==> config.mk <==
export PLATFORM = sky130hd
export DESIGN_NAME = tmw8_timer
export DESIGN_NICKNAME = d
export VERILOG_FILES = /design/src/rtl/tmw8_pkg.sv /design/src/rtl/tmw8_timer.sv
export SDC_FILE = /design/constraint.sdc
export NUM_CORES = 1
export LEC_CHECK = 0
export BUFFER_PORTS_ARGS = -buffer_cell sky130_fd_sc_hd__buf_4
export CAP_MARGIN = 30
export CORE_AREA = 3 3 107 83
export DETAILED_ROUTE_END_ITERATION = 12
export DIE_AREA = 0 0 110 86
export GPL_TIMING_DRIVEN = 0
export SYNTH_ARGS = -nofsm -noshare
export SYNTH_HDL_FRONTEND = slang
export SYNTH_SLANG_ARGS = --single-unit
==> constraint.sdc <==
create_clock -name i_ref_clk -period 3.1 [get_ports i_ref_clk]
set_clock_uncertainty 0.1 [all_clocks]
set_input_delay 0.62 -clock i_ref_clk [delete_from_list [all_inputs] [get_ports i_ref_clk]]
set_output_delay 0.62 -clock i_ref_clk [all_outputs]
set_load 0.05 [all_outputs]
==> src/rtl/tmw8_pkg.sv <==
// package for the 8-bit waveform timer: modes, actions, control field positions, register map
// assumes a single 25 MHz clock domain; registers sit behind a plain strobe port
package tmw8_pkg;
  localparam int TMW8_CLK_HZ = 25_000_000;
  localparam logic [7:0] TMW8_MAX = 8'h00_FF;
  localparam logic [7:0] TMW8_BOTTOM = 8'h00_00;
  // counting modes
  localparam logic [1:0] TMW8_WM_NORMAL = 2'h0;
  localparam logic [1:0] TMW8_WM_PCPWM = 2'h1;
  localparam logic [1:0] TMW8_WM_CTC = 2'h2;
  localparam logic [1:0] TMW8_WM_FAST = 2'h3;
  // output actions
  localparam logic [1:0] TMW8_OA_NONE = 2'h0;
  localparam logic [1:0] TMW8_OA_TOGGLE = 2'h1;
  localparam logic [1:0] TMW8_OA_CLEAR = 2'h2;
  localparam logic [1:0] TMW8_OA_SET = 2'h3;
  // register offsets
  localparam logic [3:0] TMW8_REG_CTRL = 4'h0;
  localparam logic [3:0] TMW8_REG_COUNT = 4'h1;
  localparam logic [3:0] TMW8_REG_CMP = 4'h2;
  localparam logic [3:0] TMW8_REG_FLAGS = 4'h3;
  // control field positions
  localparam int TMW8_CTRL_CS_LSB = 0;
  localparam int TMW8_CTRL_WM_LSB = 3;
  localparam int TMW8_CTRL_OA_LSB = 5;
  localparam int TMW8_CTRL_DIR = 7;
  // flag bit positions
  localparam int TMW8_FLG_OVF = 0;
  localparam int TMW8_FLG_CMP = 1;
  localparam logic [7:0] TMW8_CTRL_RST = 8'h00_00;
  localparam logic [7:0] TMW8_CMP_RST = 8'h00_00;
  localparam logic [7:0] TMW8_READ_NONE = 8'h00_00;
endpackage

==> src/rtl/tmw8_timer.sv <==
// 8-bit timer with one compare channel and a waveform output pin
// assumes i_ref_clk at 25 MHz, software on a plain strobe port, pin direction from software
// Summary of operation
// - normal mode counts up always, wraps from 0xFF to 0x00.
// - normal mode sets overflow flag when count becomes zero.
// - normal mode accepts counter writes any time.
// - mode 2 clears counter on compare match; compare is top.
// - mode 2 unbuffered compare; missed match runs to 0xFF then wraps.
// - mode 2 action 1 toggles output on every match.
// - mode 2 sets overflow flag on passing max to zero.
// - mode 3 counts up to max and clears next tick, 256 period.
// - mode 3 action 2 clear on match set at bottom; action 3 inverse.
// - mode 3 sets overflow flag when counter reaches max.
// - mode 3 compare zero gives spike; compare max gives constant level.
// - mode 3 action 1 toggles on match; compare stays buffered.
// - mode 1 counts up to max and back down, period 510.
// - mode 1 reverses at max, holding max one tick.
// - mode 1 action 2 clears on up match, sets on down; 3 inverse.
// - mode 1 sets overflow flag when counter reaches zero.
// - mode 1 compare zero holds low, max holds high; inverted opposite.
// - mode 1 makes symmetry transition at bottom without match when needed.
// - counting depends only on mode bits, never on output action bits.
// - waveform reaches pin only when direction control says output.
// - timer tick is clock divided by 1,8,32,64,128,256 or 1024.
// - compare flag set one clock after the matching tick; software clears by writing one.
// - pwm modes write compare buffer; other modes write compare directly.
// - action zero leaves output alone; counter write overrides count or clear.
//
// Decided for this implementation: strobed register access and the register addresses.
`timescale 1ns/1ns
module tmw8_timer
  import tmw8_pkg::*;
#(
  parameter int PRESCALE_W = 10
) (
  // clock and reset
  input wire logic i_ref_clk,
  input wire logic i_rst_n,
  // register port
  input wire logic [3:0] i_addr,
  input wire logic [7:0] i_wdata,
  input wire logic i_wr,
  input wire logic i_rd,
  output logic [7:0] o_rdata,
  // waveform pin
  output logic o_wave_output,
  output logic o_wave_output_oe,
  // flags as levels
  output logic o_overflow_flag,
  output logic o_compare_match_flag
);

  ////////////////////////////////////////////////////////////////////////////
  // registers
  logic [7:0] ctrl_q;
  logic [7:0] count_value_q;
  logic [7:0] compare_value_q;
  logic [7:0] cmp_buf_q;
  logic [7:0] rdata_q;
  logic wave_q;
  logic down_q;
  logic ovf_q;
  logic cmpf_q;
  logic match_q;
  logic block_q;
  logic [PRESCALE_W-1:0] pre_q;

  logic [2:0] clk_sel;
  logic [1:0] wave_mode_select;
  logic [1:0] output_action_select;
  logic is_pwm;
  logic tick;
  logic match;
  logic wr_ctrl;
  logic wr_cnt;
  logic wr_cmp;
  logic wr_flg;
  logic [7:0] cnt_d;
  logic down_d;
  logic wave_d;
  logic ovf_set;
  logic cnt_at_max;
  logic cnt_at_bottom;
  logic load_pc;
  logic load_fast;

  assign clk_sel = ctrl_q[TMW8_CTRL_CS_LSB +: 3];
  assign wave_mode_select = ctrl_q[TMW8_CTRL_WM_LSB +: 2];
  assign output_action_select = ctrl_q[TMW8_CTRL_OA_LSB +: 2];
  assign is_pwm = wave_mode_select[0];
  assign wr_ctrl = i_wr && (i_addr == TMW8_REG_CTRL);
  assign wr_cnt = i_wr && (i_addr == TMW8_REG_COUNT);
  assign wr_cmp = i_wr && (i_addr == TMW8_REG_CMP);
  assign wr_flg = i_wr && (i_addr == TMW8_REG_FLAGS);

  ////////////////////////////////////////////////////////////////////////////
  // extreme-value decode, shared by compare-buffer load and waveform logic
  function automatic logic at_max(input logic [7:0] v);
    return v == TMW8_MAX;
  endfunction

  function automatic logic at_bottom(input logic [7:0] v);
    return v == TMW8_BOTTOM;
  endfunction

  assign cnt_at_max = at_max(count_value_q);
  assign cnt_at_bottom = at_bottom(count_value_q);

  ////////////////////////////////////////////////////////////////////////////
  // prescaler: tick is a clock enable, timer stops when select is zero
  // restarts from zero when stopped, so the first tick after start is a full period
  function automatic logic tap_hit(input logic [2:0] sel, input logic [PRESCALE_W-1:0] p);
    logic hit;
    hit = 1'b0;
    case (sel)
      3'h1: hit = 1'b1;
      3'h2: hit = (p[2:0] == 3'h7);
      3'h3: hit = (p[4:0] == 5'h1F);
      3'h4: hit = (p[5:0] == 6'h3F);
      3'h5: hit = (p[6:0] == 7'h7F);
      3'h6: hit = (p[7:0] == 8'hFF);
      3'h7: hit = (p[9:0] == 10'h3FF);
      default: hit = 1'b0;
    endcase
    return hit;
  endfunction

  always_ff @(posedge i_ref_clk or negedge i_rst_n) begin
    if (!i_rst_n) begin
      pre_q <= '0;
    end else if (clk_sel == 3'h0) begin
      pre_q <= '0;
    end else begin
      pre_q <= pre_q + 1'b1;
    end
  end
  assign tick = tap_hit(clk_sel, pre_q);

  ////////////////////////////////////////////////////////////////////////////
  // counter sequence, selected by mode bits only
  assign match = (count_value_q == compare_value_q) && !block_q;

  always_comb begin
    cnt_d = count_value_q;
    down_d = down_q;
    ovf_set = 1'b0;
    case (wave_mode_select)
      TMW8_WM_NORMAL: begin
        cnt_d = count_value_q + 8'h01;
        ovf_set = (count_value_q == TMW8_MAX);
        down_d = 1'b0;
      end
      TMW8_WM_CTC: begin
        // compare written below count misses; runs on to max and wraps
        if (count_value_q == compare_value_q) begin
          cnt_d = TMW8_BOTTOM;
        end else begin
          cnt_d = count_value_q + 8'h01;
        end
        ovf_set = (count_value_q == TMW8_MAX);
        down_d = 1'b0;
      end
      TMW8_WM_FAST: begin
        cnt_d = count_value_q + 8'h01;
        ovf_set = (cnt_d == TMW8_MAX);
        down_d = 1'b0;
      end
      TMW8_WM_PCPWM: begin
        if (!down_q) begin
          if (count_value_q == TMW8_MAX) begin
            down_d = 1'b1;
            cnt_d = count_value_q - 8'h01;
          end else begin
            cnt_d = count_value_q + 8'h01;
          end
        end else begin
          if (count_value_q == TMW8_BOTTOM) begin
            down_d = 1'b0;
            cnt_d = count_value_q + 8'h01;
          end else begin
            cnt_d = count_value_q - 8'h01;
          end
        end
        ovf_set = down_q && (cnt_d == TMW8_BOTTOM) && (count_value_q != TMW8_BOTTOM);
      end
      default: begin
        cnt_d = count_value_q;
      end
    endcase
  end

  always_ff @(posedge i_ref_clk or negedge i_rst_n) begin
    if (!i_rst_n) begin
      count_value_q <= TMW8_BOTTOM;
    end else if (wr_cnt) begin
      count_value_q <= i_wdata;
    end else if (tick) begin
      count_value_q <= cnt_d;
    end
  end

  // direction moves only on a tick; a counter write keeps it
  always_ff @(posedge i_ref_clk or negedge i_rst_n) begin
    if (!i_rst_n) begin
      down_q <= 1'b0;
    end else if (tick && !wr_cnt) begin
      down_q <= down_d;
    end
  end

  // counter write hides a match on the next tick
  always_ff @(posedge i_ref_clk or negedge i_rst_n) begin
    if (!i_rst_n) begin
      block_q <= 1'b0;
    end else if (wr_cnt) begin
      block_q <= 1'b1;
    end else if (tick) begin
      block_q <= 1'b0;
    end
  end

  ////////////////////////////////////////////////////////////////////////////
  // compare value and buffer
  // in pwm modes buffer moves only at a turning point, so no pulse is cut short
  assign load_pc = tick && (wave_mode_select == TMW8_WM_PCPWM) && cnt_at_max;
  assign load_fast = tick && (wave_mode_select == TMW8_WM_FAST) && at_bottom(cnt_d);

  always_ff @(posedge i_ref_clk or negedge i_rst_n) begin
    if (!i_rst_n) begin
      cmp_buf_q <= TMW8_CMP_RST;
    end else if (wr_cmp) begin
      cmp_buf_q <= i_wdata;
    end
  end

  always_ff @(posedge i_ref_clk or negedge i_rst_n) begin
    if (!i_rst_n) begin
      compare_value_q <= TMW8_CMP_RST;
    end else if (!is_pwm) begin
      // no buffering in non-pwm modes: written value acts at once
      compare_value_q <= wr_cmp ? i_wdata : cmp_buf_q;
    end else if (load_pc) begin
      compare_value_q <= cmp_buf_q;
    end else if (load_fast) begin
      compare_value_q <= cmp_buf_q;
    end
  end

  ////////////////////////////////////////////////////////////////////////////
  // waveform generator
  always_comb begin
    wave_d = wave_q;
    case (wave_mode_select)
      TMW8_WM_NORMAL, TMW8_WM_CTC: begin
        if (match && output_action_select == TMW8_OA_TOGGLE) begin
          wave_d = !wave_q;
        end else if (match && output_action_select == TMW8_OA_CLEAR) begin
          wave_d = 1'b0;
        end else if (match && output_action_select == TMW8_OA_SET) begin
          wave_d = 1'b1;
        end
      end
      TMW8_WM_FAST: begin
        if (output_action_select == TMW8_OA_TOGGLE) begin
          if (match) begin
            wave_d = !wave_q;
          end
        end else if (output_action_select[1]) begin
          // match at max wins over bottom, giving constant level; zero gives spike
          if (match) begin
            wave_d = output_action_select[0];
          end else if (cnt_at_max) begin
            wave_d = !output_action_select[0];
          end
        end
      end
      TMW8_WM_PCPWM: begin
        if (output_action_select[1]) begin
          if (compare_value_q == TMW8_MAX) begin
            wave_d = !output_action_select[0];
          end else if (compare_value_q == TMW8_BOTTOM) begin
            wave_d = output_action_select[0];
          end else if (match) begin
            wave_d = down_q ? !output_action_select[0] : output_action_select[0];
          end else if (cnt_at_bottom) begin
            // leaving bottom counts up: level must match the down-count result
            wave_d = !output_action_select[0];
          end
        end
      end
      default: begin
        wave_d = wave_q;
      end
    endcase
  end

  always_ff @(posedge i_ref_clk or negedge i_rst_n) begin
    if (!i_rst_n) begin
      wave_q <= 1'b0;
    end else if (tick && output_action_select != TMW8_OA_NONE) begin
      // action zero freezes the state; it survives mode changes
      wave_q <= wave_d;
    end
  end

  ////////////////////////////////////////////////////////////////////////////
  // flags: hardware set wins over software clear
  always_ff @(posedge i_ref_clk or negedge i_rst_n) begin
    if (!i_rst_n) begin
      match_q <= 1'b0;
    end else if (tick) begin
      match_q <= match;
    end else begin
      match_q <= 1'b0;
    end
  end

  always_ff @(posedge i_ref_clk or negedge i_rst_n) begin
    if (!i_rst_n) begin
      cmpf_q <= 1'b0;
    end else if (match_q) begin
      // match is registered on the tick, so the flag lands one clock later
      cmpf_q <= 1'b1;
    end else if (wr_flg && i_wdata[TMW8_FLG_CMP]) begin
      cmpf_q <= 1'b0;
    end
  end

  always_ff @(posedge i_ref_clk or negedge i_rst_n) begin
    if (!i_rst_n) begin
      ovf_q <= 1'b0;
    end else if (tick && ovf_set && !wr_cnt) begin
      // a counter write in the same cycle wins over the set
      ovf_q <= 1'b1;
    end else if (wr_flg && i_wdata[TMW8_FLG_OVF]) begin
      ovf_q <= 1'b0;
    end
  end

  ////////////////////////////////////////////////////////////////////////////
  // control register and read port
  always_ff @(posedge i_ref_clk or negedge i_rst_n) begin
    if (!i_rst_n) begin
      ctrl_q <= TMW8_CTRL_RST;
    end else if (wr_ctrl) begin
      ctrl_q <= i_wdata;
    end
  end

  always_ff @(posedge i_ref_clk or negedge i_rst_n) begin
    if (!i_rst_n) begin
      rdata_q <= TMW8_READ_NONE;
    end else if (i_rd) begin
      case (i_addr)
        TMW8_REG_CTRL: rdata_q <= ctrl_q;
        TMW8_REG_COUNT: rdata_q <= count_value_q;
        // compare reads the buffer, the value software last wrote
        TMW8_REG_CMP: rdata_q <= cmp_buf_q;
        TMW8_REG_FLAGS: rdata_q <= {6'h00, cmpf_q, ovf_q};
        default: rdata_q <= TMW8_READ_NONE;
      endcase
    end else begin
      rdata_q <= TMW8_READ_NONE;
    end
  end

  assign o_rdata = rdata_q;
  assign o_wave_output = wave_q;
  assign o_wave_output_oe = ctrl_q[TMW8_CTRL_DIR];
  assign o_overflow_flag = ovf_q;
  assign o_compare_match_flag = cmpf_q;

endmodule

=== After elaboration in Yosys (flattened, before gate mapping) ===
Cells that the tools add are included.

* Register bits after elaboration: 56
* Input bits: 16
* Logic and storage cells: 131

* Add/subtract/negate cells: 3
* Equal/unequal tests: 33
* Multiplexer cells: 43
* Reduce and logical (&&, ||, !) cells: 40

{| class="wikitable"
|+ Operators by type and width
! kind !! number
|-
| two-way mux 8 bit || 12
|-
| equality test 8 bit, second input constant || 4
|-
| zero test 8 bit || 4
|-
| one-hot mux 8 bit (4 select lines) || 1
|-
| two-way mux 1 bit || 24
|-
| one-hot mux 8 bit (3 select lines) || 1
|-
| logical AND 1 bit || 20
|-
| equality test 3 bit, second input constant || 5
|-
| adder 10 x 1 -> 10 bit, second input constant || 1
|-
| equality test 10 bit, second input constant || 1
|-
| two-way mux 10 bit || 1
|-
| adder 8 x 1 -> 8 bit, second input constant || 1
|-
| equality test 2 bit, second input constant || 4
|-
| equality test 4 x 2 -> 1 bit, second input constant || 2
|-
| equality test 8 bit || 1
|-
| nonzero test 2 bit || 4
|-
| nonzero test 8 bit || 1
|-
| subtractor 8 x 1 -> 8 bit, second input constant || 1
|-
| equality test 7 bit, second input constant || 1
|-
| one-hot mux 1 bit (7 select lines) || 1
|-
| AND reduction 7 bit || 1
|-
| equality test 3 x 2 -> 1 bit, second input constant || 2
|-
| equality test 6 bit, second input constant || 1
|-
| inequality test 3 bit, second input constant || 2
|-
| other kinds (17) || 23
|}

=== Longest topological paths before layout ===
Gate-level depths: netlist of the first run.

* Depth after elaboration: 11
* Depth in mapped cells: 13

=== Worst setup path before layout of the first run ===
No wires, ideal clock.

* Kind: reg2reg
* Start point: register count_value_q[0]
* End point: register compare_value_q[0]
* Library setup time: 0.126 ns
* Data arrival time: 3.127 ns
* Data required time: 2.874 ns
* Slack: -0.253 ns
* Cell stages (with the launch flop): 14
* Cell sequence: dfrtp_1 clkbuf_1 inv_1 ha_1 or3b_1 o22a_1 nand3_2 o32ai_1 a211o_1 or4_1 buf_2 and2_4 buf_6 a311o_1

* Longest elaborated chain between the ends: 8
* Elaborated cells on any way between the ends: 17
* Classes of those cells: 2 x add/sub; 3 x eq/ne; 8 x mux; 4 x reduce/logical

{| class="wikitable"
|+ RTL lines
! item !! RTL line !! source
|-
| start, declared || tmw8_timer.sv:56 || <nowiki>logic [7:0] count_value_q;</nowiki>
|-
| start signal, assigned || tmw8_timer.sv:196 || <nowiki>count_value_q <= i_wdata;</nowiki>
|-
| start signal, assigned || tmw8_timer.sv:198 || <nowiki>count_value_q <= cnt_d;</nowiki>
|-
| adder 8 x 1 -> 8 bit (tied with other cells) || -- ||
|-
| two-way mux 8 bit (on tied branches) || tmw8_timer.sv:170, tmw8_timer.sv:177 ||
|-
| two-way mux 8 bit || tmw8_timer.sv:169 || <nowiki>if (!down_q) begin</nowiki>
|-
| two-way mux 8 bit || tmw8_timer.sv:147 || <nowiki>case (wave_mode_select)</nowiki>
|-
| one-hot mux 8 bit (3 select lines) || tmw8_timer.sv:147 ||
|-
| zero test 8 bit || tmw8_timer.sv:103 || <nowiki>return v == TMW8_BOTTOM;</nowiki>
|-
| logical AND 1 bit || tmw8_timer.sv:226 || <nowiki>assign load_fast = tick && (wave_mode_select == TMW8_WM_FAST) && at_bottom(cnt_d);</nowiki>
|-
| inequality test 3 x 1 -> 1 bit (no source line) || -- ||
|-
| end signal, assigned || tmw8_timer.sv:241 || <nowiki>compare_value_q <= wr_cmp ? i_wdata : cmp_buf_q;</nowiki>
|-
| end signal, assigned || tmw8_timer.sv:243 || <nowiki>compare_value_q <= cmp_buf_q;</nowiki>
|-
| end signal, assigned || tmw8_timer.sv:245 || <nowiki>compare_value_q <= cmp_buf_q;</nowiki>
|-
| end, declared || tmw8_timer.sv:57 || <nowiki>logic [7:0] compare_value_q;</nowiki>
|}

Several ways; a longest one is shown, not always the timed one. The select of a mux whose other input is x is not followed.
A chain may end at the register's enable or synchronous reset.

=== Final worst setup path of the first run ===
* Start point: register count_value_q[0]
* End point: register compare_value_q[1]

The elaborated chain is that of the path after synthesis.

==> results of run 1 <==
final cells by class:
class	count	area share (%)
clock inverter	1	0.120
inverter	11	1.11
sequential	56	33.5
timing repair buffer	44	8.07
tap	105	3.14
clock buffer	6	1.73
multi-input combinational	294	49.8
buffer	18	2.54
logic make-up after synthesis:
logic type / count (synthesis) / share of synthesized area [%]
buf+inv: 31 / 4.06
fa+ha+maj: 11 / 3.92
mux: 29 / 9.54
compound gates: 84 / 15.8
flops: 56 / 39.9
xor+xnor: 24 / 5.98
simple gates: 146 / 20.9
cell usage after synthesis (3+ instances only):
master    instances  area share (%)
nor2_1           37             4.0
a41oi_1           3            0.75
dfrtp_1          56              40
a21o_1            3            0.64
nor4_1            8             1.4
xor2_1           16             4.0
nand4_1           5            0.89
and3_1           11             2.0
clkbuf_1         10             1.1
nand2_1          35             3.7
and2_1            7             1.2
nand3_1          12             1.7
mux2_2           16             5.1
o211ai_1          3            0.64
o21ai_0          22             3.1
nor2b_1           9             1.6
xnor2_1           8             2.0
buf_2             6            0.85
or2_2             3            0.53
or3_1             3            0.53
inv_1            10             1.1
a311o_1           7             2.0
a21oi_1          23             3.3
nor3_1            7             1.0
mux2i_1          11             3.1
ha_1             11             3.9
what timing repair did:
action,CTS,global route
gates cloned,0,0
endpoints found under the hold margin,0,0
setup endpoints to repair,8,9
buffers inserted,14,2
pin swaps,9,6
gates resized for setup,14,13
state kept, by name, indices dropped and copies added (netlist names), 8 cells and up:
| register | flops |
|---|---|
| cmp_buf_q | 8 |
| compare_value_q | 8 |
| count_value_q | 8 |
| pre_q | 10 |
| ctrl_q | 8 |
| o_rdata | 8 |
power by group:
part / total (W) / leakage, nW / internal [W] / switching (W)
clock: 0.000391 / 0.0410 / 0.000155 / 0.000237
combinational: 0.00170 / 1.08 / 0.000741 / 0.000955
sequential: 0.00109 / 0.722 / 0.000907 / 0.000182
through the flow:
step	instance area, um^2	std cells	hold WS [ns]	total power [W]
CTS	4120	533	0.274	0.00310
global route	4190	535	0.280	0.00340
global placement	3890	513	0.320	0.00254
finish	4190	535	0.249	0.00318
floorplan	3560	381	0.224	0.00214
detailed placement	3900	514	0.322	0.00255
layer usage:
| layer | global-route usage [%] | vias to the layer above | wire (um) |
|---|---|---|---|
| li1 | - | 1471 | - |
| met5 | 0 | - | 0 |
| met1 | 35.3 | 1518 | 5180 |
| met2 | 31.3 | 108 | 4170 |
| met3 | 3.91 | 14 | 597 |
| met4 | 5.55 | 0 | 133 |
how the worst max path moves through the flow:
stage	to	slack (ns)
after CTS	compare_value_q[1]	-0.06
after global routing	compare_value_q[1]	-0.14
final	compare_value_q[1]	-0.08
after detailed placement	compare_value_q[0]	-0.49
after floorplan	compare_value_q[0]	-0.06
after global placement	compare_value_q[1]	-0.47
critical path, delay by kind of cell, from the launching register on:
family | cells | cell delay [ns]
AND/OR/NAND/NOR | 4 | 1.27
AO/OA/AOI/OAI | 4 | 0.91
flip-flops | 1 | 0.46
buffers and inverters | 2 | 0.19
adder cells (fa/ha/maj) | 1 | 0.14
placed cells by master, fill, tap and decap left out, types with 3 or more instances in the layout:
cell and instances:
dfrtp_1 55, buf_4 44, nor2_1 36, nand2_1 35
a21oi_1 22, o21ai_0 22, mux2_2 16, xor2_1 16
nand3_1 12, mux2i_1 11, and3_1 11, clkbuf_1 9
nor2b_1 9, inv_1 8, xnor2_1 8, ha_1 8
and2_1 7, a311o_1 7, nor3_1 5, nor4_1 5
nand4_1 5, clkbuf_8 5, buf_2 4, buf_6 4
nor4_2 3, a21o_1 3, or3_1 3, o211ai_1 3
==> run metrics, run 1 <==
Storage cell area=approximately 1400 um^2; CTS Sinks=56; Synth Warn #=0; Die Wd=between 100 and 150 um; worst-path cell chain=buf_8, inv_6, ha_4, or3b_4, o22a_1, nand3_2, o32ai_2, a211o_1, or4_4, and2_4, a311o_1; worst vdd ir=approximately 0.00039 V; FFs w/ async S/R, synth=100%; Register-to-Register Path Depth=11; Slew @ Worst Pin=0.901 ns; status=finished, violations left; clk_lat worst skew=roughly 0.32 ns; die footprint=9460 um^2; DRC=0; max frequency=~310 MHz; routability cong.=a little over 0.9; Crit Path Class=reg2reg; nature of the critical path startpoint=register; layout cells sized above 1=between 20% and 30%; Post-synth EDFFs=0; initial antenna violation count=0; setup ws final=-0.0790 ns; max_cap viols=0; post-synthesis register bit count=56; Crit path required time=between 3 and 4 ns; DR pass1 iterations=5; vias per cell=~5.8; setup TNS=-0.325 ns; area occupied by multi-input gates=approximately 2100 um^2; std cell rows=28; Pleak=1.85 nW; Fillers=approximately 760; Total GRT Usage=~22%; Netlist cell types=between 50 and 60; flop-to-flop setup slack=-0.08 ns; hpwl dp=about 7 mm; Initial Util=44.6%; IO Count=28; core area=7880 um^2; CTS clk-pin slew, worst paths=approximately 0.10 ns; post-place setup slack=-0.493 ns; Num CTS Buffers=5; post-synthesis sequential area ratio=between 30 and 40%; PortBufs=27; CTS HTree Levels=2; Overflow after GRT=0; via count=around 3,100; clock root buffer=clkbuf_8; max incr delay on CP=0.54 ns; Max-slew headroom=between 30% and 40%; initial detailed-routing violation count=between 200 and 250; RSZ-0062 raised after global routing=yes; syn avg cell area=a little over 9 um^2; reg-to-reg endpoint=compare_value_q[1]; Period Utilization, post-route=103%; Worst Path Arrival=approximately 3.3 ns; worst r2r src=count_value_q[0]; failing checks=setup timing; top_reg_cell synth=dfrtp_1; CP endpoint kind=register; Slowest cell on crit path=or4_4; largest net degree at the start of global routing=57; crit path from=count_value_q[0]; Nets=between 400 and 500; CTS tree=yes; vias in the first global route=between 3,000 and 4,000; Power Density=759 nW/um^2; Slew Limit Fails=0; Routed Antenna Nets=0; die height=86 um; Final Util=53.1%; area growth from synthesis to layout=19.2%; n_diodes=0; WL per Instance=between 15 and 20 um; final number of hold-violating endpoints=0; clk buf depth=2; Syn Std Cell Area=between 3000 and 4000 um^2; setup violators final=7; crit path max fanout=8; Hold Buf Count CTS=0; first-pass GRT wire length=between 15 and 20 mm; Gate Count Post-Synth=381; worst hold path class=in2async; Final min period=around 3.2 ns; WL final=roughly 10 mm; synthesized net count=408
Power figures use the tool's default switching activity.
==> inputs of run 2 (changes only) <==
CORE_AREA = 3 3 119 75   (was 3 3 107 83)
DIE_AREA = 0 0 122 78   (was 0 0 110 86)
==> run metrics, run 2 (synthesized netlist as in run 1, its figures left out) <==
max_cap viols=0; crit path max fanout=8; initial antenna violation count=0; Layout Cells excl Fill=540; max incr delay on CP=0.54 ns; initial detailed-routing violation count=232; max frequency=316 MHz; CP endpoint kind=register; most common cell after layout, fill and taps aside=dfrtp_1; Routed Antenna Nets=0; CP bufs+invs=2; Storage cell area=around 1400 um^2; n_diodes=0; Max-slew headroom=35.3%; Worst Path Arrival=roughly 3.3 ns; nature of the critical path startpoint=register; Final min period=~3.2 ns; status=finished, violations left; failing checks=setup timing; Period Utilization, post-route=102%; die footprint=~9500 um^2; commonest cells after routing, fill and taps aside=56 x dfrtp_1, 44 x buf_4, 36 x nor2_1; DR pass1 iterations=5; Hold Buf Count CTS=0; Biggest register=pre_q; CTS HTree Levels=2; setup ws final=-0.0645 ns; worst hold path class=in2async; via count=3,157; vias in the first global route=between 3,000 and 4,000; placed cell count=between 500 and 600; post-place setup slack=-0.562 ns; Die Wd=between 100 and 150 um; Slew @ Worst Pin=slightly below 1 ns; worst vdd ir=0.000317 V; number of flip-flops in the largest register=10; Crit path required time=about 3.2 ns; clk_lat worst skew=0.30 ns; Fillers=around 720; Total GRT Usage=between 20% and 30%; Power Density=roughly 810 nW/um^2; Pleak=approximately 1.9 nW; CTS clk-pin slew, worst paths=approximately 0.070 ns; WL per Instance=~19 um; Nets=between 400 and 500; CTS tree=yes; IO Count=28; layout cells sized above 1=25.9%; worst-path cell chain=clkbuf_8, inv_6, ha_4, or3b_4, o22a_1, nand3_2, o32ai_4, a211o_1, or4_4, and2_4, a311o_1; CTS Sinks=56; Slowest cell on crit path=or4_4; RSZ-0062 raised after global routing=yes; hpwl dp=roughly 7.4 mm; Crit Path Class=reg2reg; Overflow after GRT=0; Slew Limit Fails=0; clock root buffer=clkbuf_16; area growth from synthesis to layout=23.3%; Initial Util=44.8%; routability cong.=approximately 0.94; setup violators final=7; core area=a little under 8000 um^2; DRC=0; clk buf depth=2; std cell rows=25; largest net degree at the start of global routing=57; PortBufs=27; area occupied by multi-input gates=~2100 um^2; first-pass GRT wire length=16.5 mm; Min Hold Slack=between 0.2 and 0.3 ns; WL final=about 10 mm; die height=78 um; vias per cell=5.85; Num CTS Buffers=5; final number of hold-violating endpoints=0; crit-path leading delay family=simple AND/OR/NAND/NOR gates
-- run 2: final timing paths --
kind / end / slack [ns] / cells after the start / startpoint
max in group asynchronous: pre_q[6] / 2.14 / 1 / i_rst_n
worst min register to register: o_compare_match_flag / 0.33 / 1 / match_q
worst max register to register: compare_value_q[5] / -0.06 / 11 / count_value_q[0]
worst max-delay path: compare_value_q[5] / -0.06 / 11 / count_value_q[0]
min in group i_ref_clk: o_compare_match_flag / 0.33 / 1 / match_q
worst min-delay path: down_q / 0.26 / 1 / i_rst_n
-- run 2: power breakdown --
group / internal [W] / switching, W / leakage [nW]
clock: 0.000385 / 0.000273 / 0.0815
sequential: 0.000907 / 0.000177 / 0.723
combinational: 0.000767 / 0.000986 / 1.10
-- run 2: final cells by class --
class	instances	area share [%]
plain buffers	18	2.54
clock buffers	6	2.97
clock inverters	2	0.895
inverters	11	1.13
multi-input cells	294	49.2
flip-flops and latches	56	32.3
well taps	108	3.12
repair buffers	45	7.82
-- run 2: per-layer routing --
layer,GRT usage [%],up-vias,wire length [um]
met5,0,-,0
met4,4.92,0,91
met3,6.55,10,998
met2,30.5,146,3900
met1,34.8,1530,5120
li1,-,1471,-
-- run 2: timing repair --
item / 4_1_cts / 5_1_grt
pin swaps: 8 / 4
setup buffers: 13 / 4
endpoints found under the setup margin: 8 / 9
gates resized for setup: 21 / 14
-- run 2: metrics by stage --
stage	TNS [ns]	total power [W]	cell area, um^2	utilization (%)
2_1_floorplan	-0.395	0.00214	3560	-
3_5_place_dp	-4.26	0.00254	3900	49.7
4_1_cts	-0.0244	0.00339	4250	54.1
3_3_place_gp	-4.13	0.00253	3890	49.6
6_report	-0.180	0.00349	4330	55.2
5_1_grt	-0.865	0.00372	4330	55.2
